--- config.mk ---
export PLATFORM = sky130hd
export DESIGN_NAME = uart_regs
export DESIGN_NICKNAME = d
export VERILOG_FILES = /design/src/hw/uart_pkg.sv /design/src/hw/uart_regs.sv /design/src/hw/uart_baud_tick.sv
export SDC_FILE = /design/constraint.sdc
export NUM_CORES = 1
export LEC_CHECK = 0
export ABC_CLOCK_PERIOD_IN_PS = 3500
export BUFFER_PORTS_ARGS = -buffer_cell sky130_fd_sc_hd__buf_4
export CAP_MARGIN = 20
export CORE_MARGIN = 5
export CORE_UTILIZATION = 49
export CTS_CLUSTER_SIZE = 16
export DETAILED_ROUTE_END_ITERATION = 8
export GPL_TIMING_DRIVEN = 0
export PLACE_DENSITY = 0.69
export SYNTH_ARGS = -nofsm -noshare
export SYNTH_HDL_FRONTEND = slang
export SYNTH_SLANG_ARGS = --single-unit
--- constraint.sdc ---
create_clock -name aclk -period 3.5 [get_ports aclk]
set_input_delay 0.175 -clock aclk [delete_from_list [all_inputs] [get_ports aclk]]
set_output_delay 0.175 -clock aclk [all_outputs]
set_load 0.02 [all_outputs]
--- src/hw/uart_pkg.sv ---
// constants shared by the serial port register block
// ----------------------------------------------------------------------
// ----------------------------------------------------------------------
package uart_pkg;
  // register indices; byte address is four times the index
  localparam logic [6:0] IDX_BAUD_HI = 7'h70;
  localparam logic [6:0] IDX_BAUD_LO = 7'h71;
  localparam logic [6:0] IDX_FMT     = 7'h72;
  localparam logic [6:0] IDX_CTL     = 7'h73;
  localparam logic [6:0] IDX_STAT    = 7'h74;
  localparam logic [6:0] IDX_STAT2   = 7'h75;
  localparam logic [6:0] IDX_DATA_HI = 7'h76;
  localparam logic [6:0] IDX_DATA_LO = 7'h77;
  localparam logic [7:0] RST_BAUD_HI = 8'h00;
  localparam logic [7:0] RST_BAUD_LO = 8'h04;
  localparam logic [7:0] RST_CTRL    = 8'h00;
  localparam logic [7:0] RST_STAT    = 8'hC0;
  localparam logic [7:0] MASK_BIT5   = 8'hDF;
  localparam logic [1:0] RESP_OKAY   = 2'h0;
  localparam logic [1:0] RESP_SLVERR = 2'h2;
  // format control fields
  localparam int F_LOOP = 7;
  localparam int F_OD   = 6;
  localparam int F_NINE = 4;
  localparam int F_WAKE = 3;
  localparam int F_ILT  = 2;
  localparam int F_PAR  = 1;
  localparam int F_ODD  = 0;
  // enable control fields
  localparam int C_TIE  = 7;
  localparam int C_TX_DONE_IRQ_ON = 6;
  localparam int C_RIE  = 5;
  localparam int C_IDLE_IRQ_ON = 4;
  localparam int C_TX   = 3;
  localparam int C_RX   = 2;
  localparam int C_SLP  = 1;
  localparam int C_BRK  = 0;
  localparam int T8_BIT = 6;
  // oversampling: ticks per bit and majority sample points
  localparam logic [3:0] PH_LAST = 4'hF;
  localparam logic [3:0] PH_S0   = 4'h7;
  localparam logic [3:0] PH_S2   = 4'h9;
  // frame length minus one, idle threshold in ticks, ticks per bit
  localparam logic [3:0] LAST_8    = 4'h9;
  localparam logic [3:0] LAST_9    = 4'hA;
  localparam logic [7:0] IDLE_8    = 8'hA0;
  localparam logic [7:0] IDLE_9    = 8'hB0;
  localparam logic [7:0] BIT_TICKS = 8'h10;

  // parity bit for a data word; odd select yields zero on odd ones
  function automatic logic par_bit(input logic [8:0] d, input logic odd);
    par_bit = ^d ^ odd;
  endfunction
endpackage

--- src/hw/uart_regs.sv ---
// serial port with axi4-lite register slave
//
// Decided for this implementation: the AXI4-Lite register port.
`timescale 1ns/10ps
module uart_regs (
  // clock and reset
  input  wire logic        aclk,
  input  wire logic        aresetn,
  // axi4-lite write
  input  wire logic [8:0]  awaddr,
  input  wire logic        awvalid,
  output logic             awready,
  input  wire logic [31:0] wdata,
  input  wire logic [3:0]  wstrb,
  input  wire logic        wvalid,
  output logic             wready,
  output logic [1:0]       bresp,
  output logic             bvalid,
  input  wire logic        bready,
  // axi4-lite read
  input  wire logic [8:0]  araddr,
  input  wire logic        arvalid,
  output logic             arready,
  output logic [31:0]      rdata,
  output logic [1:0]       rresp,
  output logic             rvalid,
  input  wire logic        rready,
  // serial pins and interrupt request
  input  wire logic        rxd_in,
  output logic             txd_out,
  output logic             txd_oe,
  output logic             irq
);
  typedef enum logic {TX_IDLE, TX_RUN} tx_e;
  typedef enum logic {RX_IDLE, RX_RUN} rx_e;

  logic [7:0] baud_hi, baud_lo, fmt, ctl;
  logic       tx_buffer_empty, tc, rx_buffer_full, idle, ovr, nf, fe, pf;
  logic [7:0] seen, stat;
  logic [8:0] rx_data;
  logic       t8;
  logic       tick;
  // bus
  logic       aw_got, w_got, wr_do, next_aw_got, next_w_got, next_bv, next_rv;
  logic [6:0] aw_idx;
  logic [7:0] w_byte;
  logic       w_lane;
  logic [6:0] ar_idx;
  logic       stat_rd, dat_rd, dat_wr;
  // transmitter
  tx_e        tx_st;
  logic [10:0] tx_sh;
  logic [3:0] tx_ph, tx_cnt, fr_last;
  logic [8:0] tx_buf;
  logic       tx_full, pre_pend, tx_on_q, tx_take, tx_end, tx_line;
  // receiver
  rx_e        rx_st;
  logic       rx_meta, rx_sync, rx_line;
  logic [3:0] rx_ph, rx_cnt;
  logic [2:0] smp;
  logic [8:0] rx_sh;
  logic       rx_nz, maj, rx_done, rx_msb, line_act, idle_ev;
  logic [7:0] idle_cnt, idle_thr;
  logic [8:0] rx_word;

  assign stat = {tx_buffer_empty, tc, rx_buffer_full, idle, ovr, nf, fe, pf};

  uart_baud_tick u_tick (
    .aclk    (aclk),
    .aresetn (aresetn),
    .divisor ({baud_hi[4:0], baud_lo}),
    .tick    (tick)
  );

  // ----------------------------------------------------------------------
  // bus slave
  // ----------------------------------------------------------------------
  // write performed one edge after both halves are held; bvalid that edge
  assign wr_do       = aw_got & w_got & ~bvalid;
  assign next_aw_got = (aw_got | (awvalid & awready)) & ~wr_do;
  assign next_w_got  = (w_got | (wvalid & wready)) & ~wr_do;
  assign next_bv     = wr_do | (bvalid & ~bready);
  assign next_rv     = (arvalid & arready) | (rvalid & ~rready);
  assign ar_idx      = araddr[8:2];
  assign stat_rd     = arvalid & arready & (ar_idx == uart_pkg::IDX_STAT);
  assign dat_rd      = arvalid & arready & (ar_idx == uart_pkg::IDX_DATA_LO);
  assign dat_wr      = wr_do & w_lane & (aw_idx == uart_pkg::IDX_DATA_LO);

  always_ff @(posedge aclk) begin
    if (!aresetn) begin
      aw_got  <= 1'b0;
      w_got   <= 1'b0;
      aw_idx  <= 7'h00;
      w_byte  <= 8'h00;
      w_lane  <= 1'b0;
      awready <= 1'b0;
      wready  <= 1'b0;
      bvalid  <= 1'b0;
      bresp   <= uart_pkg::RESP_OKAY;
    end else begin
      aw_got  <= next_aw_got;
      w_got   <= next_w_got;
      awready <= ~next_aw_got & ~next_bv;
      wready  <= ~next_w_got & ~next_bv;
      bvalid  <= next_bv;
      if (awvalid && awready)
        aw_idx <= awaddr[8:2];
      if (wvalid && wready) begin
        w_byte <= wdata[7:0];
        w_lane <= wstrb[0];
      end
      if (wr_do)
        bresp <= (aw_idx >= uart_pkg::IDX_BAUD_HI && aw_idx <= uart_pkg::IDX_DATA_LO)
                 ? uart_pkg::RESP_OKAY : uart_pkg::RESP_SLVERR;
    end
  end

  always_ff @(posedge aclk) begin
    if (!aresetn) begin
      arready <= 1'b0;
      rvalid  <= 1'b0;
      rdata   <= 32'h00000000;
      rresp   <= uart_pkg::RESP_OKAY;
    end else begin
      arready <= ~next_rv;
      rvalid  <= next_rv;
      if (arvalid && arready) begin
        rresp <= uart_pkg::RESP_OKAY;
        unique case (ar_idx)
          uart_pkg::IDX_BAUD_HI: rdata <= {24'h000000, baud_hi};
          uart_pkg::IDX_BAUD_LO: rdata <= {24'h000000, baud_lo};
          uart_pkg::IDX_FMT:     rdata <= {24'h000000, fmt};
          uart_pkg::IDX_CTL:     rdata <= {24'h000000, ctl};
          uart_pkg::IDX_STAT:    rdata <= {24'h000000, stat};
          uart_pkg::IDX_STAT2:   rdata <= {31'h00000000, rx_st == RX_RUN};
          uart_pkg::IDX_DATA_HI: rdata <= {24'h000000, rx_data[8], t8, 6'h00};
          uart_pkg::IDX_DATA_LO: rdata <= {24'h000000, rx_data[7:0]};
          default: begin
            rdata <= 32'h00000000;
            rresp <= uart_pkg::RESP_SLVERR;
          end
        endcase
      end
    end
  end

  // ----------------------------------------------------------------------
  // control registers
  // ----------------------------------------------------------------------
  always_ff @(posedge aclk) begin
    if (!aresetn) begin
      baud_hi <= uart_pkg::RST_BAUD_HI;
      baud_lo <= uart_pkg::RST_BAUD_LO;
      fmt     <= uart_pkg::RST_CTRL;
      ctl     <= uart_pkg::RST_CTRL;
      t8      <= 1'b0;
    end else begin
      if (wr_do && w_lane) begin
        unique case (aw_idx)
          uart_pkg::IDX_BAUD_HI: baud_hi <= w_byte & uart_pkg::MASK_BIT5;
          uart_pkg::IDX_BAUD_LO: baud_lo <= w_byte;
          uart_pkg::IDX_FMT:     fmt     <= w_byte & uart_pkg::MASK_BIT5;
          uart_pkg::IDX_CTL:     ctl     <= w_byte;
          uart_pkg::IDX_DATA_HI: t8      <= w_byte[uart_pkg::T8_BIT];
          default: ;
        endcase
      end
      // wake by idle line or by msb-one frame; hardware wins
      if ((idle_ev && !fmt[uart_pkg::F_WAKE]) ||
          (rx_done && rx_msb && fmt[uart_pkg::F_WAKE]))
        ctl[uart_pkg::C_SLP] <= 1'b0;
    end
  end

  // ----------------------------------------------------------------------
  // status flags and clearing sequence
  // ----------------------------------------------------------------------
  // hardware sets win over the software clear in the same cycle
  always_ff @(posedge aclk) begin
    if (!aresetn) begin
      {tx_buffer_empty, tc, rx_buffer_full, idle, ovr, nf, fe, pf} <= uart_pkg::RST_STAT;
      seen    <= 8'h00;
      rx_data <= 9'h000;
    end else begin
      if (stat_rd)
        seen <= stat;
      else if (dat_wr)
        seen[7:6] <= 2'b00;
      else if (dat_rd)
        seen[5:0] <= 6'h00;
      if (dat_wr && seen[7]) tx_buffer_empty <= 1'b0;
      if (dat_wr && seen[6]) tc <= 1'b0;
      if (dat_rd) begin
        if (seen[5]) rx_buffer_full <= 1'b0;
        if (seen[4]) idle <= 1'b0;
        if (seen[3]) ovr <= 1'b0;
        if (seen[2]) nf <= 1'b0;
        if (seen[1]) fe <= 1'b0;
        if (seen[0]) pf <= 1'b0;
      end
      if (tx_take) tx_buffer_empty <= 1'b1;
      if (tx_end) tc <= 1'b1;
      if (idle_ev && !ctl[uart_pkg::C_SLP]) idle <= 1'b1;
      // an address frame that wakes the receiver is kept
      if (rx_done && (!ctl[uart_pkg::C_SLP] || (rx_msb && fmt[uart_pkg::F_WAKE]))) begin
        // a data read that ends the clearing sequence in this very cycle frees the buffer for the new character
        if (rx_buffer_full && !(dat_rd && seen[5])) begin
          ovr <= 1'b1;
        end else begin
          rx_buffer_full    <= 1'b1;
          rx_data <= rx_word;
          nf      <= rx_nz;
          fe      <= ~maj;
          pf      <= fmt[uart_pkg::F_PAR] &
                     (uart_pkg::par_bit(rx_word, fmt[uart_pkg::F_ODD]) != 1'b0);
        end
      end
    end
  end

  // ----------------------------------------------------------------------
  // transmitter
  // ----------------------------------------------------------------------
  // frame length minus one: start, 8 or 9 data, stop
  assign fr_last = fmt[uart_pkg::F_NINE] ? uart_pkg::LAST_9 : uart_pkg::LAST_8;
  // break keeps the line low across the idle cycle between frames
  assign tx_line = (tx_st == TX_RUN) ? tx_sh[0] :
                   ~(ctl[uart_pkg::C_BRK] & ctl[uart_pkg::C_TX] & ~pre_pend);

  always_ff @(posedge aclk) begin
    if (!aresetn) begin
      tx_st    <= TX_IDLE;
      tx_sh    <= 11'h7FF;
      tx_ph    <= 4'h0;
      tx_cnt   <= 4'h0;
      tx_buf   <= 9'h000;
      tx_full  <= 1'b0;
      pre_pend <= 1'b0;
      tx_on_q  <= 1'b0;
      tx_take  <= 1'b0;
      tx_end   <= 1'b0;
    end else begin
      tx_take <= 1'b0;
      tx_end  <= 1'b0;
      tx_on_q <= ctl[uart_pkg::C_TX];
      if (ctl[uart_pkg::C_TX] && !tx_on_q)
        pre_pend <= 1'b1;
      if (dat_wr) begin
        tx_buf  <= {t8, w_byte};
        tx_full <= 1'b1;
      end
      unique case (tx_st)
        TX_IDLE: begin
          tx_ph  <= 4'h0;
          tx_cnt <= 4'h0;
          if (!ctl[uart_pkg::C_TX]) begin
            pre_pend <= 1'b0;
            if (tx_full && !dat_wr) begin
              tx_full <= 1'b0;
              tx_take <= 1'b1;
              tx_end  <= 1'b1;
            end
          end else if (pre_pend) begin // idle frame first
            pre_pend <= 1'b0;
            tx_sh    <= 11'h7FF;
            tx_st    <= TX_RUN;
          end else if (ctl[uart_pkg::C_BRK]) begin
            tx_sh <= 11'h000;
            tx_st <= TX_RUN;
          end else if (tx_full && !dat_wr) begin
            tx_full <= 1'b0;
            tx_take <= 1'b1;
            tx_st   <= TX_RUN;
            if (fmt[uart_pkg::F_NINE])
              tx_sh <= {1'b1, fmt[uart_pkg::F_PAR]
                ? {uart_pkg::par_bit({1'b0, tx_buf[7:0]}, fmt[uart_pkg::F_ODD]), tx_buf[7:0]}
                : tx_buf, 1'b0};
            else
              tx_sh <= {2'b11, fmt[uart_pkg::F_PAR]
                ? uart_pkg::par_bit({2'b00, tx_buf[6:0]}, fmt[uart_pkg::F_ODD])
                : tx_buf[7], tx_buf[6:0], 1'b0};
          end
        end
        TX_RUN: begin
          if (tick) begin
            tx_ph <= tx_ph + 4'h1;
            if (tx_ph == uart_pkg::PH_LAST) begin
              tx_sh  <= {1'b1, tx_sh[10:1]}; // lsb first
              tx_cnt <= tx_cnt + 4'h1;
              if (tx_cnt == fr_last) begin
                tx_st  <= TX_IDLE;
                tx_end <= ~tx_full & ~ctl[uart_pkg::C_BRK] & ~pre_pend;
              end
            end
          end
        end
      endcase
    end
  end

  // ----------------------------------------------------------------------
  // pins
  // ----------------------------------------------------------------------
  // pin released to general use once disabled and idle
  always_ff @(posedge aclk) begin
    if (!aresetn) begin
      txd_out <= 1'b1;
      txd_oe  <= 1'b0;
      rx_meta <= 1'b1;
      rx_sync <= 1'b1;
    end else begin
      rx_meta <= rxd_in;
      rx_sync <= rx_meta;
      txd_out <= fmt[uart_pkg::F_LOOP] ? 1'b1 : tx_line;
      if (fmt[uart_pkg::F_OD])
        txd_oe <= (ctl[uart_pkg::C_TX] | (tx_st == TX_RUN)) &
                  ~(fmt[uart_pkg::F_LOOP] | tx_line);
      else
        txd_oe <= ctl[uart_pkg::C_TX] | (tx_st == TX_RUN);
    end
  end

  assign rx_line = fmt[uart_pkg::F_LOOP] ? tx_line : rx_sync;

  // ----------------------------------------------------------------------
  // receiver
  // ----------------------------------------------------------------------
  assign maj      = (smp[0] & smp[1]) | (smp[0] & smp[2]) | (smp[1] & smp[2]);
  assign idle_thr = fmt[uart_pkg::F_NINE] ? uart_pkg::IDLE_9 : uart_pkg::IDLE_8;
  assign rx_word  = fmt[uart_pkg::F_NINE] ? rx_sh : {1'b0, rx_sh[8:1]};
  assign rx_msb   = fmt[uart_pkg::F_NINE] ? rx_sh[8] : rx_sh[8];

  always_ff @(posedge aclk) begin
    if (!aresetn) begin
      rx_st    <= RX_IDLE;
      rx_ph    <= 4'h0;
      rx_cnt   <= 4'h0;
      smp      <= 3'b111;
      rx_sh    <= 9'h000;
      rx_nz    <= 1'b0;
      rx_done  <= 1'b0;
      idle_cnt <= 8'h00;
      line_act <= 1'b0;
      idle_ev  <= 1'b0;
    end else begin
      rx_done <= 1'b0;
      idle_ev <= 1'b0;
      if (!ctl[uart_pkg::C_RX]) begin
        rx_st    <= RX_IDLE;
        idle_cnt <= 8'h00;
      end else if (tick) begin
        unique case (rx_st)
          RX_IDLE: begin
            rx_ph  <= 4'h0;
            rx_cnt <= 4'h0;
            rx_nz  <= 1'b0;
            if (!rx_line) begin
              rx_st    <= RX_RUN;
              line_act <= 1'b1;
              idle_cnt <= 8'h00;
            end else if (idle_cnt != idle_thr) begin
              idle_cnt <= idle_cnt + 8'h01;
              if (idle_cnt + 8'h01 == idle_thr && line_act) begin
                idle_ev  <= 1'b1;
                line_act <= 1'b0;
              end
            end
          end
          RX_RUN: begin
            rx_ph <= rx_ph + 4'h1;
            if (rx_ph >= uart_pkg::PH_S0 && rx_ph <= uart_pkg::PH_S2)
              smp <= {rx_line, smp[2:1]};
            if (rx_ph == uart_pkg::PH_LAST) begin
              rx_cnt <= rx_cnt + 4'h1;
              if (smp != 3'b000 && smp != 3'b111)
                rx_nz <= 1'b1;
              // long mode counts ones only from the stop bit on
              if (!maj || (fmt[uart_pkg::F_ILT] && rx_cnt != fr_last))
                idle_cnt <= 8'h00;
              else if (rx_cnt != 4'h0)
                idle_cnt <= idle_cnt + uart_pkg::BIT_TICKS;
              if (rx_cnt == 4'h0 && maj) begin
                rx_st <= RX_IDLE; // false start
              end else if (rx_cnt == fr_last) begin
                rx_st   <= RX_IDLE;
                rx_done <= 1'b1;
              end else if (rx_cnt != 4'h0) begin
                rx_sh <= {maj, rx_sh[8:1]};
              end
            end
          end
        endcase
      end
    end
  end

  // ----------------------------------------------------------------------
  // interrupt request
  // ----------------------------------------------------------------------
  always_ff @(posedge aclk) begin
    if (!aresetn)
      irq <= 1'b0;
    else
      irq <= (tx_buffer_empty & ctl[uart_pkg::C_TIE]) | (tc & ctl[uart_pkg::C_TX_DONE_IRQ_ON]) |
             (~ctl[uart_pkg::C_SLP] & ((ctl[uart_pkg::C_RIE] & (rx_buffer_full | ovr)) |
              (ctl[uart_pkg::C_IDLE_IRQ_ON] & idle)));
  end

  // ----------------------------------------------------------------------
  // assertions
  // ----------------------------------------------------------------------
  property p_div_stop;
    @(posedge aclk) disable iff (!aresetn)
      ({baud_hi[4:0], baud_lo} == 13'h0000) [*2] |-> !tick;
  endproperty
  a_div_stop: assert property (p_div_stop) else $error("tick with zero divisor");

  property p_loop_high;
    @(posedge aclk) disable iff (!aresetn)
      fmt[uart_pkg::F_LOOP] && ctl[uart_pkg::C_TX] |=> txd_out;
  endproperty
  a_loop_high: assert property (p_loop_high) else $error("pin not high in loopback");

  property p_open_drain;
    @(posedge aclk) disable iff (!aresetn)
      $past(fmt[uart_pkg::F_OD]) |-> !(txd_oe && txd_out);
  endproperty
  a_open_drain: assert property (p_open_drain) else $error("open drain drove high");

  property p_irq_tx;
    @(posedge aclk) disable iff (!aresetn)
      tx_buffer_empty && ctl[uart_pkg::C_TIE] |=> irq;
  endproperty
  a_irq_tx: assert property (p_irq_tx) else $error("empty interrupt missing");

  property p_irq_rx;
    @(posedge aclk) disable iff (!aresetn)
      !ctl[uart_pkg::C_SLP] && ctl[uart_pkg::C_RIE] && (rx_buffer_full || ovr) |=> irq;
  endproperty
  a_irq_rx: assert property (p_irq_rx) else $error("receive interrupt missing");

  property p_sleep_hold;
    @(posedge aclk) disable iff (!aresetn)
      ctl[uart_pkg::C_SLP] && !rx_buffer_full ##1 ctl[uart_pkg::C_SLP] |-> !rx_buffer_full;
  endproperty
  a_sleep_hold: assert property (p_sleep_hold) else $error("flag set in sleep");

  property p_tx_buffer_empty_seq;
    @(posedge aclk) disable iff (!aresetn)
      tx_buffer_empty && !seen[7] && !stat_rd && dat_wr |=> tx_buffer_empty;
  endproperty
  a_tx_buffer_empty_seq: assert property (p_tx_buffer_empty_seq) else $error("empty cleared without status read");

  property p_break;
    @(posedge aclk) disable iff (!aresetn)
      tx_st == TX_IDLE && ctl[uart_pkg::C_TX] && ctl[uart_pkg::C_BRK] && !pre_pend
      |=> tx_st == TX_RUN && !tx_line;
  endproperty
  a_break: assert property (p_break) else $error("break not sent");

  c_rx_frame: cover property (@(posedge aclk) disable iff (!aresetn) rx_done && !rx_buffer_full);
  c_tx_done:  cover property (@(posedge aclk) disable iff (!aresetn) tx_end);
  c_wake:     cover property (@(posedge aclk) disable iff (!aresetn)
                              $fell(ctl[uart_pkg::C_SLP]));
endmodule

--- src/hw/uart_baud_tick.sv ---
// oversampling tick generator: one tick per 2 x divisor clocks
`timescale 1ns/10ps
module uart_baud_tick (
  // clock and reset
  input  wire logic        aclk,
  input  wire logic        aresetn,
  // divisor and tick
  input  wire logic [12:0] divisor,
  output logic             tick
);
  logic [13:0] cnt;
  logic [13:0] last;

  assign last = {divisor, 1'b0} - 14'h0001;

  // ----------------------------------------------------------------------
  // divider
  // ----------------------------------------------------------------------
  always_ff @(posedge aclk) begin
    if (!aresetn) begin
      cnt  <= 14'h0000;
      tick <= 1'b0;
    end else if (divisor == 13'h0000) begin
      cnt  <= 14'h0000;
      tick <= 1'b0;
    end else if (cnt >= last) begin
      cnt  <= 14'h0000;
      tick <= 1'b1;
    end else begin
      cnt  <= cnt + 14'h0001;
      tick <= 1'b0;
    end
  end
endmodule

==> summary.txt, run 1 <==
Layout
  • Layout cells sized above 1: around 12%
  • Syn-to-layout area delta: 17.5%
  • Design Area, Final: between 0.01 and 0.015 mm2
  • Most frequent cells in the layout: dfxtp_1, nor2_1, nand2_1
  • Register Area: approximately 0.0035 mm2
  • Fill cells: around 1600
  • Multi-input logic area: 0.00470 mm2
  • Commonest non-fill, non-tap cell in the layout: dfxtp_1
  • Nets: about 1200
  • Diode count: 0
  • Finished Layout Cells: between 1000 and 1500

Power
  • Pwr dens: about 420 mW/mm2
  • P_int: approximately 3200 uW
  • Switching portion of total power: around a quarter
  • Clock share of power: 46.8%
  • Overall power: between 4000 and 5000 uW
  • Switch Pwr: roughly 1100 uW
  • Leak pwr: between 0.004 and 0.005 uW
  • Maximum VDD drop: about 360 uV
  • Gate power share: under 10%
  • Flop pwr share: between 40 and 50%

Place
  • Worst slack, placed: approximately 0.19 ns
  • IO buf count: between 40 and 50
  • HPWL after DPL: roughly 16000 um
  • Area of placed instances: ~0.0093 mm2
  • Gpl congestion: 0.910
  • Placed Instances: about 1300

Floorplanning
  • Height of the die: 143 um
  • # rows: between 40 and 50
  • Starting Density: 49.9%
  • Die W: ~140 um
  • I/O pin cnt: approximately 110
  • Die ar.: 0.0204 mm2
  • Core ar.: 0.0173 mm2

Timing
  • Final Hold Violating Endpoints: 0
  • Worst Tran Pin Value: 0.851 ns
  • Setup violators final: 0
  • RSZ-0062 raised after global routing: no
  • Clock skew: slightly below 0.01 ns
  • Slew headroom: between 40 and 50%
  • TNS Setup: 0 ns
  • Pins Over Slew Limit: 0
  • Peak Freq: between 300 and 400 MHz
  • Fin worst setup slack: 0.277 ns
  • Period Utilization, post-route: roughly 92%
  • Post-route minimum period: around 3.2 ns

Flow run
  • Max cap viols: 0

Worst setup path
  • Buffers & Inverters on Critical Path: 1
  • Cell mode on critical path: a21o_1
  • CP max-delay cell: or4_1
  • R2r setup slk: between 0.2 and 0.3 ns
  • Crit path capture type: register
  • CP top delay family: simple AND/OR/NAND/NOR gates
  • Crit path DAT: about 3.6 ns
  • Worst setup SP type: register
  • CP cell instances: or4_1, nor3_2, nand2_1, nor3_1, xnor2_1, ha_1, a21o_1, a21o_1, a21oi_1, o21ai_0, a21o_1, clkbuf_2, nor2_1
  • Critical Path RT: 3.87 ns
  • Crit path largest cell delay: ~0.6 ns
  • CP max FO: 10
  • Crit path kind: reg -> reg

Yosys
  • EDFF count, synth: 0
  • Synth cell types: 76
  • Syn Area/Cell: 8.60 um2
  • Ys Warns: 0
  • Asr flop ratio synth: 0%
  • Seq/Total Area, Yosys: between 40% and 50%
  • Synthesized area: about 0.0086 mm2
  • Synth Register Bits: approximately 180
  • Synth Instances: roughly 1000
  • Ys flop type: dfxtp_1

Global route
  • Initial antenna violation count: 0
  • GRT Residual Overflow: 0
  • Vias in the first global route: between 6000 and 7000
  • Global-route wire length before repair: 35100 um
  • All-Layer GR Usage: 21.5%
  • Largest net degree at the start of global routing: 19

CTS
  • # Post-CTS Setup Buffers: 0
  • Clock Pin Slew Worst Setup and Hold Paths: around 0.07 ns
  • CTS Root Cell: clkbuf_16
  • CTS tree: built
  • CTS max path bufs: 2
  • CTS H-tree depth: 4
  • Clock sink total: 176
  • Worst-skew pair later-pin latency: approximately 0.44 ns
  • TritonCTS Buffers: 17

Route
  • Mean routed wirelength per cell: 16.1 um
  • Drt total wl: 21600 um
  • Vias/cell: about 5.4
  • Drc violations: 0
  • Via count: 7316
  • Routed Antenna Nets: 0
  • TritonRoute pass-1 iters: 5
  • Initial DRC count: approximately 480

Min path
  • Hold Path Class: in -> reg

Status
  • Status: finished, final reports clean
worst register-to-register path: stages, from the launching register on:
cell and delay (ns):
dfxtp_1 0.40, or4_1 0.60, nor3_2 0.20, nand2_1 0.14, nor3_1 0.19, xnor2_1 0.17
ha_1 0.27, a21o_1 0.18, a21o_1 0.17, a21oi_1 0.13, o21ai_0 0.09, a21o_1 0.24
clkbuf_2 0.24, nor2_1 0.14
through the flow:
| stage | util (%) | hold WS [ns] |
|---|---|---|
| final | 58.6 | 0.0137 |
| after global routing | 58.6 | 0.0537 |
| after CTS | 58.6 | 0.00648 |
| after detailed placement | 54.0 | 0.366 |
| after global placement | 54.0 | 0.365 |
| after floorplan | - | 0.276 |
worst paths after layout:
| check | end | cells past startpoint | from |
|---|---|---|---|
| worst min register to register | tx_buffer_empty | 1 | tx_take |
| worst min-delay path | bvalid | 3 | bready |
| worst max register to register | u_tick.cnt[9] | 13 | baud_lo[4] |
| worst max-delay path | u_tick.cnt[9] | 13 | baud_lo[4] |
layer usage:
layer	vias up	routed length [um]	GRT usage, %
met1	3418	10000	29.8
met3	38	1360	3.82
met2	213	9650	33.8
met4	0	591	7.70
met5	-	0	0
li1	3647	-	-
repair_timing:
action	in CTS	in global routing
setup endpoints to repair	0	10
resized for setup	0	3
hold endpoints to repair	17	0
hold buffers	17	0
power groups by stage:
stage	Combinational, uW	Clock [uW]	Sequential, uW
2_1_floorplan	131	0	2090
3_3_place_gp	209	0	2090
3_5_place_dp	210	0	2090
4_1_cts	226	2020	2050
5_1_grt	250	2100	2050
6_report	228	2000	2050
synthesized netlist by cell type, types with 11 or more instances:
cell type,number,area share [%]
a21oi_1,70,4.1
and3_1,11,0.80
buf_4,28,2.4
clkbuf_1,32,1.4
dfxtp_1,176,41
ha_1,26,3.8
inv_1,21,0.91
mux2i_1,67,7.8
nand2_1,126,5.5
nand3_1,28,1.6
nand4_1,13,0.94
nor2_1,137,6.0
nor3_1,15,0.87
o21ai_0,24,1.4
xnor2_1,34,3.5
xor2_1,19,1.9
cell families after synthesis:
logic type,after synthesis,synth area share (%)
and+or+nand+nor,398,21.5
adders and majority gates,27,3.89
other,1,0.0435
xor gates and xnor gates,54,5.66
muxes,74,8.95
AOI/OAI and AO/OA,176,13.3
buffers and inverters,97,5.75
DFF,176,40.9
state kept, by name, indices dropped and copies added, names as in the netlist, 8 cells and up:
register,flops
tx_sh,11
idle_cnt,8
w_byte,8
seen,8
baud_lo,8
u_tick.cnt,14
rx_sh,9
tx_buf,9
rdata,8
rx_data,9
ctl,8
area by class of cell:
cell class	count	share of cell area, %
clock inverter	15	1.88
tap	225	2.78
timing repair buffer	63	5.09
clock buffer	17	4.20
inverter	22	0.815
buffer	75	4.09
sequential	176	34.8
multi-input combinational	755	46.4
Power figures use the tool's default switching activity.
==> run 2, diff against run 1 <==
--- a/config.mk
+++ b/config.mk
@@ -5,7 +5,7 @@
 export SDC_FILE = /design/constraint.sdc
 export NUM_CORES = 1
 export LEC_CHECK = 0
-export ABC_CLOCK_PERIOD_IN_PS = 3500
+export ABC_CLOCK_PERIOD_IN_PS = 2900
 export BUFFER_PORTS_ARGS = -buffer_cell sky130_fd_sc_hd__buf_4
 export CAP_MARGIN = 20
 export CORE_MARGIN = 5
@@ -13,7 +13,7 @@
 export CTS_CLUSTER_SIZE = 16
 export DETAILED_ROUTE_END_ITERATION = 8
 export GPL_TIMING_DRIVEN = 0
-export PLACE_DENSITY = 0.69
+export PLACE_DENSITY = 0.72
 export SYNTH_ARGS = -nofsm -noshare
 export SYNTH_HDL_FRONTEND = slang
 export SYNTH_SLANG_ARGS = --single-unit
==> constraint.sdc (replaced) <==
create_clock -name aclk -period 2.9 [get_ports aclk]
set_input_delay 0.145 -clock aclk [delete_from_list [all_inputs] [get_ports aclk]]
set_output_delay 0.145 -clock aclk [all_outputs]
set_load 0.02 [all_outputs]
==> summary.txt, run 2 (synthesis gave the netlist of run 1 again) <==
Place
  • Worst slack, placed: -0.453 ns (was 0.185 ns)
  • Gpl congestion: 0.938 (was 0.910)
  • Placed Instances: 1299 (unchanged)
  • IO buf count: 46 (unchanged)
  • HPWL after DPL: 15600 um (was 15500 um)

Status
  • Status: finished, final reports clean (unchanged)

CTS
  • Worst-skew pair later-pin latency: 0.44 ns (about the same)
  • CTS H-tree depth: 4 (unchanged)
  • TritonCTS Buffers: 17 (unchanged)
  • CTS tree: built (unchanged)
  • Clock Pin Slew Worst Setup and Hold Paths: 0.07 ns (about the same)
  • CTS max path bufs: 2 (unchanged)
  • CTS Root Cell: clkbuf_16 (unchanged)
  • Clock sink total: 176 (unchanged)

Route
  • Routed Antenna Nets: 0 (unchanged)
  • Vias/cell: 5.43 (about the same)
  • Mean routed wirelength per cell: 16.2 um (was 16.1 um)
  • Drt total wl: 21900 um (was 21600 um)
  • Initial DRC count: 488 (was 484)
  • TritonRoute pass-1 iters: 5 (unchanged)
  • Drc violations: 0 (unchanged)
  • Via count: 7362 (was 7316)

Global route
  • Vias in the first global route: 6772 (was 6798)
  • Initial antenna violation count: 0 (unchanged)
  • Global-route wire length before repair: 35100 um (about the same)
  • Largest net degree at the start of global routing: 18 (was 19)
  • All-Layer GR Usage: 21.6% (was 21.5%)
  • GRT Residual Overflow: 0 (unchanged)

Timing
  • Peak Freq: 347 MHz (was 310 MHz)
  • Final Hold Violating Endpoints: 0 (unchanged)
  • Period Utilization, post-route: 99.5% (was 92.1%)
  • Worst Tran Pin Value: 0.863 ns (was 0.851 ns)
  • Slew headroom: 42.2% (was 43.0%)
  • Fin worst setup slack: 0.0142 ns (was 0.277 ns)
  • Post-route minimum period: 2.89 ns (was 3.22 ns)
  • Clock skew: 0.0108 ns (was 0.00987 ns)
  • Setup violators final: 0 (unchanged)
  • Pins Over Slew Limit: 0 (unchanged)
  • TNS Setup: 0 ns (unchanged)
  • RSZ-0062 raised after global routing: yes (was no)

Floorplanning
  • I/O pin cnt: 106 (unchanged)
  • Core ar.: 0.0173 mm2 (unchanged)
  • Height of the die: 143 um (unchanged)
  • Starting Density: 49.9% (unchanged)
  • Die W: 143 um (unchanged)
  • # rows: 48 (unchanged)
  • Die ar.: 0.0204 mm2 (unchanged)

Worst setup path
  • Crit path DAT: 3.27 ns (was 3.59 ns)
  • Critical Path RT: 3.28 ns (was 3.87 ns)
  • CP max FO: 7 (was 10)
  • Crit path kind: reg -> reg (unchanged)
  • Reg2Reg Depth: 13 (unchanged)
  • Crit path capture type: register (unchanged)
  • Worst setup SP type: register (unchanged)

Layout
  • Syn-to-layout area delta: 19.0% (was 17.5%)
  • Commonest non-fill, non-tap cell in the layout: dfxtp_1 (unchanged)
  • Diode count: 0 (unchanged)
  • Most frequent cells in the layout: dfxtp_1, nor2_1, nand2_1 (unchanged)
  • Biggest register: u_tick.cnt (unchanged)
  • Layout cells sized above 1: 14.5% (was 12.5%)
  • Finished Layout Cells: 1356 (was 1348)
  • Max FFs per register: 14 (unchanged)
  • Nets: 1206 (was 1198)
  • Largest regs: u_tick.cnt x14, tx_sh x11 (unchanged)

Power
  • Flop pwr share: 49.7% (was 47.9%)
  • P_int: 3710 uW (was 3210 uW)
  • Gate power share: 5.6% (was 5.3%)
  • Leak pwr: 0.00428 uW (was 0.00427 uW)
  • Switch Pwr: 1260 uW (was 1070 uW)
  • Clock share of power: 44.7% (was 46.8%)
  • Pwr dens: 485 mW/mm2 (was 422 mW/mm2)
  • Switching portion of total power: 25.4% (was 24.9%)
  • Overall power: 4970 uW (was 4280 uW)
  • Maximum VDD drop: 428 uV (was 362 uV)

Min path
  • Hold Path Class: in -> reg (unchanged)
  • Hold Path Stages: 3 (unchanged)

Flow run
  • Max cap viols: 0 (unchanged)
==> run 2: cell count changes in the layout (fill, tap and decap cells not counted), sizes merged <==
cell and change:
buf +7, bufinv -2, clkbuf +1, clkinv +1, clkinvlp +1, dlygate4sd3 +2
inv -2
==> run 2: final cells by class <==
class | count | area [um2]
Tap cell | 225 | 282
Inverter | 22 | 82.6
Timing Repair Buffer | 71 | 592
Sequential cell | 176 | 3530
Buffer | 75 | 424
Fill cell | 1536 | 7040
Clock buffer | 19 | 443
Clock inverter | 13 | 119
Multi-Input combinational cell | 755 | 4790
==> run 2: worst paths after layout <==
path	startpoint	end	slack, ns
worst max-delay path	baud_lo[5]	u_tick.cnt[7]	0.01
worst min-delay path	arvalid	rdata[2]	0.12
worst max register to register	baud_lo[5]	u_tick.cnt[7]	0.01
worst min register to register	tx_take	tx_buffer_empty	0.42
==> run 2: stage by stage <==
step           utilization, %  area [um2]  hold slack, ns
2_1_floorplan               -        8720           0.246
3_3_place_gp             54.0        9340           0.335
3_5_place_dp             54.0        9340           0.339
4_1_cts                  59.0       10200           0.113
5_1_grt                  59.3       10300           0.146
6_report                 59.3       10300           0.119
==> run 2: worst max-delay path: stages, from the launching register on <==
cell and delay [ns]:
dfxtp_4 0.35, or4_4 0.56, nor3_4 0.19, buf_6 0.14, nand2_4 0.06, nor4_4 0.15
xnor2_1 0.15, ha_1 0.26, a21o_1 0.20, a21oi_2 0.14, o21ai_1 0.09, a21o_2 0.28
buf_8 0.16, nor2_1 0.09
==> run 2: repair_timing <==
item                                   4_1_cts  5_1_grt
setup buffers                                4        1
pin swaps                                   13        5
setup endpoints to repair                   15       15
endpoints found under the hold margin       19        0
gates resized for setup                     22       14
cloned                                       1        0
hold buffers                                19        0
==> run 2: power groups by stage <==
stage          registers [uW]  clock network (uW)  logic, uW
4_1_cts                  2470                2250        276
3_3_place_gp             2530                   0        251
2_1_floorplan            2530                   0        159
5_1_grt                  2470                2350        304
6_report                 2470                2220        280
3_5_place_dp             2530                   0        254
==> run 2: layer usage <==
metal / GRT usage, % / routed length (um) / vias to the layer above
met3: 3.95 / 1130 / 38
met5: 0 / 0 / -
li1: - / - / 3672
met4: 7.35 / 436 / 0
met2: 34.7 / 10200 / 202
met1: 29.4 / 10200 / 3450
==> run 3, diff against run 2 <==
--- a/config.mk
+++ b/config.mk
@@ -5,7 +5,8 @@
 export SDC_FILE = /design/constraint.sdc
 export NUM_CORES = 1
 export LEC_CHECK = 0
-export ABC_CLOCK_PERIOD_IN_PS = 2900
+export ABC_AREA = 1
+export ABC_CLOCK_PERIOD_IN_PS = 3600
 export BUFFER_PORTS_ARGS = -buffer_cell sky130_fd_sc_hd__buf_4
 export CAP_MARGIN = 20
 export CORE_MARGIN = 5
@@ -13,7 +14,7 @@
 export CTS_CLUSTER_SIZE = 16
 export DETAILED_ROUTE_END_ITERATION = 8
 export GPL_TIMING_DRIVEN = 0
-export PLACE_DENSITY = 0.72
+export PLACE_DENSITY = 0.69
 export SYNTH_ARGS = -nofsm -noshare
 export SYNTH_HDL_FRONTEND = slang
 export SYNTH_SLANG_ARGS = --single-unit
==> constraint.sdc (replaced) <==
create_clock -name aclk -period 3.6 [get_ports aclk]
set_input_delay 0.18 -clock aclk [delete_from_list [all_inputs] [get_ports aclk]]
set_output_delay 0.18 -clock aclk [all_outputs]
set_load 0.02 [all_outputs]
==> summary.txt, run 3 <==
Min path
  • Hold endpoint: rresp[1] (was rdata[2])
  • Hold Path Stages: 3 (unchanged)
  • Hold Path Class: in -> reg (unchanged)
  • Min-delay src: araddr[5] (was arvalid)

Timing
  • Period Utilization, post-route: 77.3% (was 99.5%)
  • TNS Setup: 0 ns (unchanged)
  • Post-route minimum period: 2.78 ns (was 2.89 ns)
  • Worst hold margin: 0.00191 ns (was 0.119 ns)
  • Pins Over Slew Limit: 0 (unchanged)
  • Clock skew: 0.0102 ns (was 0.0108 ns)
  • Setup violators final: 0 (unchanged)
  • Slew headroom: 50.7% (was 42.2%)
  • RSZ-0062 raised after global routing: no (was yes)
  • Final Hold Violating Endpoints: 0 (unchanged)
  • Peak Freq: 359 MHz (was 347 MHz)
  • Worst Tran Pin Value: 0.732 ns (was 0.863 ns)

Worst setup path
  • Worst setup SP type: register (unchanged)
  • Crit path DAT: 3.10 ns (was 3.27 ns)
  • Crit path capture type: register (unchanged)
  • CP cell instances: nor2_1, nand3_1, nor4_1, nand3_1, xor2_1, inv_1, ha_1, nand2_1, nor2_1, a21oi_1, and2_1, nand2_1, buf_2, nor2_1 (was or4_4, nor3_4, buf_6, nand2_4, nor4_4, xnor2_1, ha_1, a21o_1, a21oi_2, o21ai_1, a21o_2, buf_8, nor2_1)
  • CP max-delay cell: nor4_1 (was or4_4)
  • Worst r2r src: baud_lo[5] (unchanged)
  • Critical R2R Capture: u_tick.cnt[9] (was u_tick.cnt[7])
  • Reg2Reg Depth: 14 (was 13)
  • R2r setup slk: 0.82 ns (was 0.01 ns)
  • CP max FO: 10 (was 7)
  • Cell mode on critical path: nor2_1
  • Crit path kind: reg -> reg (unchanged)
  • Critical Path RT: 3.92 ns (was 3.28 ns)
  • Crit path largest cell delay: 0.39 ns (was 0.56 ns)

Place
  • HPWL after DPL: 17000 um (was 15600 um)
  • IO buf count: 47 (was 46)
  • Gpl congestion: 0.913 (was 0.938)

Status
  • Status: finished, final reports clean (unchanged)

Route
  • Drc violations: 0 (unchanged)
  • Initial DRC count: 600 (was 488)
  • Mean routed wirelength per cell: 14.3 um (was 16.2 um)
  • Routed Antenna Nets: 0 (unchanged)
  • TritonRoute pass-1 iters: 6 (was 5)
  • Via count: 8128 (was 7362)
  • Vias/cell: 5.17 (was 5.43)
  • Drt total wl: 22500 um (was 21900 um)

Global route
  • Vias in the first global route: 7311 (was 6772)
  • GRT Residual Overflow: 0 (unchanged)
  • Initial antenna violation count: 0 (unchanged)
  • Largest net degree at the start of global routing: 17 (was 18)
  • Global-route wire length before repair: 36700 um (was 35100 um)
  • All-Layer GR Usage: 22.1% (was 21.6%)

Floorplanning
  • Core ar.: 0.0179 mm2 (was 0.0173 mm2)
  • Starting Density: 49.6% (was 49.9%)
  • Height of the die: 145 um (was 143 um)
  • I/O pin cnt: 106 (unchanged)
  • # rows: 49 (was 48)
  • Die W: 145 um (was 143 um)
  • Die ar.: 0.0209 mm2 (was 0.0204 mm2)

CTS
  • Clock sink total: 176 (unchanged)
  • CTS max path bufs: 2 (unchanged)
  • CTS Root Cell: clkbuf_16 (unchanged)
  • TritonCTS Buffers: 17 (unchanged)
  • CTS H-tree depth: 4 (unchanged)
  • Clock Pin Slew Worst Setup and Hold Paths: 0.07 ns (about the same)
  • Worst-skew pair later-pin latency: 0.43 ns (was 0.44 ns)
  • CTS tree: built (unchanged)
  • Post-CTS resize count: 0 (was 22)

Power
  • Clock share of power: 45.4% (was 44.7%)
  • Gate power share: 5.7% (was 5.6%)
  • Maximum VDD drop: 355 uV (was 428 uV)
  • Pwr dens: 397 mW/mm2 (was 485 mW/mm2)
  • Leak pwr: 0.00430 uW (was 0.00428 uW)
  • P_int: 3090 uW (was 3710 uW)
  • Switching portion of total power: 24.2% (was 25.4%)
  • Switch Pwr: 985 uW (was 1260 uW)
  • Flop pwr share: 48.9% (was 49.7%)

Layout
  • Most frequent cells in the layout: nand2_1, dfxtp_1, inv_1 (was dfxtp_1, nor2_1, nand2_1)
  • Biggest register: u_tick.cnt (unchanged)
  • Nets: 1418 (was 1206)
  • Diode count: 0 (unchanged)
  • Commonest non-fill, non-tap cell in the layout: nand2_1 (was dfxtp_1)
  • Max FFs per register: 14 (unchanged)
  • Layout cells sized above 1: 12.5% (was 14.5%)
  • Fill cells: 1733 (was 1536)
  • Syn-to-layout area delta: 15.8% (was 19.0%)
  • Largest regs: u_tick.cnt x14, tx_sh x11 (unchanged)

Yosys
  • Ys Warns: 0 (unchanged)
  • EDFF count, synth: 0 (unchanged)
  • Synth Register Bits: 176 (unchanged)
  • Synth Instances: 1231 (was 1003)
  • Area contributors post-synth: dfxtp_1, nand2_1, a21oi_1 (was dfxtp_1, mux2i_1, nor2_1)
  • Post-synth top cells: nand2_1, dfxtp_1, inv_1 (was dfxtp_1, nor2_1, nand2_1)
  • Yosys top cell area share: 39.7% (was 40.9%)
  • Seq/Total Area, Yosys: 39.7% (was 40.9%)
  • Top-count cell post-synth: nand2_1 (was dfxtp_1)
  • Syn Area/Cell: 7.21 um2 (was 8.60 um2)
  • Ys flop type: dfxtp_1 (unchanged)
  • Top cell type by total area after synthesis: dfxtp_1 (unchanged)
  • Synth cell types: 50 (was 76)
  • Synthesized area: 0.00887 mm2 (was 0.00862 mm2)
  • Asr flop ratio synth: 0% (unchanged)

Flow run
  • Max cap viols: 0 (unchanged)
run 3: worst max-delay path by stage:
stage | startpoint | end | slack (ns) | depth (start not counted)
2_1_floorplan | baud_lo[4] | u_tick.cnt[10] | 1.31 | 14
3_3_place_gp | baud_lo[0] | u_tick.cnt[12] | 0.90 | 14
3_5_place_dp | baud_lo[5] | u_tick.cnt[6] | 0.85 | 14
4_1_cts | baud_lo[5] | u_tick.cnt[9] | 0.81 | 14
5_1_grt | baud_lo[5] | u_tick.cnt[5] | 0.48 | 14
6_report | baud_lo[5] | u_tick.cnt[9] | 0.82 | 14
run 3: power by group through the flow:
stage | logic (uW) | clock network [uW] | registers [uW]
3_3_place_gp | 221 | 0 | 2030
3_5_place_dp | 223 | 0 | 2040
6_report | 233 | 1850 | 1990
2_1_floorplan | 141 | 0 | 2040
4_1_cts | 231 | 1880 | 1990
5_1_grt | 256 | 1970 | 1990
run 3: final cells by class:
type	instances	area, um2	share of cell area, %
sequential	176	3520	34.3
buffer	63	387	3.76
clock buffer	17	425	4.14
clock inverter	15	160	1.56
multi-input combinational	861	4470	43.5
timing repair buffer	55	433	4.21
tap	229	287	2.79
inverter	156	589	5.74
run 3: metrics by stage:
step,instances,setup WS (ns),util [%],power [uW],cell area (um2)
finish,1572,0.818,57.4,4070,10300
global route,1572,0.480,57.4,4220,10300
global placement,1532,0.895,53.7,2260,9610
floorplan,1256,1.31,-,2180,8970
detailed placement,1532,0.852,53.7,2260,9610
CTS,1572,0.815,57.4,4100,10300
run 3: cells by family (layout without fill, tap and decap cells):
| group | count (synthesis) | after routing | share of synthesized area, % |
|---|---|---|---|
| AND/OR/NAND/NOR | 488 | 488 | 24.3 |
| AO/OA/AOI/OAI | 283 | 283 | 17.6 |
| buffers and inverters | 219 | 306 | 11.0 |
| flip-flops | 176 | 176 | 39.7 |
| XOR/XNOR | 38 | 38 | 3.75 |
| adder cells (fa/ha/maj) | 26 | 26 | 3.67 |
| other | 1 | 26 | 0.0423 |
run 3: timing repair:
action	4_1_cts	5_1_grt
endpoints found under the hold margin	7	0
setup buffers	0	0
hold buffers	8	0
run 3: critical path: cells and delay by family, from the launching register on:
kind	cells	cell delay, ns
and+or+nand+nor	9	1.46
DFF	1	0.34
buffers and inverters	2	0.31
adders and majority gates	1	0.27
xor gates and xnor gates	1	0.20
AOI/OAI and AO/OA	1	0.08
run 3: routing by layer:
| metal | part of all wire, % | global-route usage (%) | vias up |
|---|---|---|---|
| li1 | - | - | 4174 |
| met1 | 49 | 31.6 | 3710 |
| met2 | 44 | 34.2 | 213 |
| met3 | 5.2 | 3.47 | 31 |
| met4 | 1.8 | 7.27 | 0 |
| met5 | 0 | 0 | - |
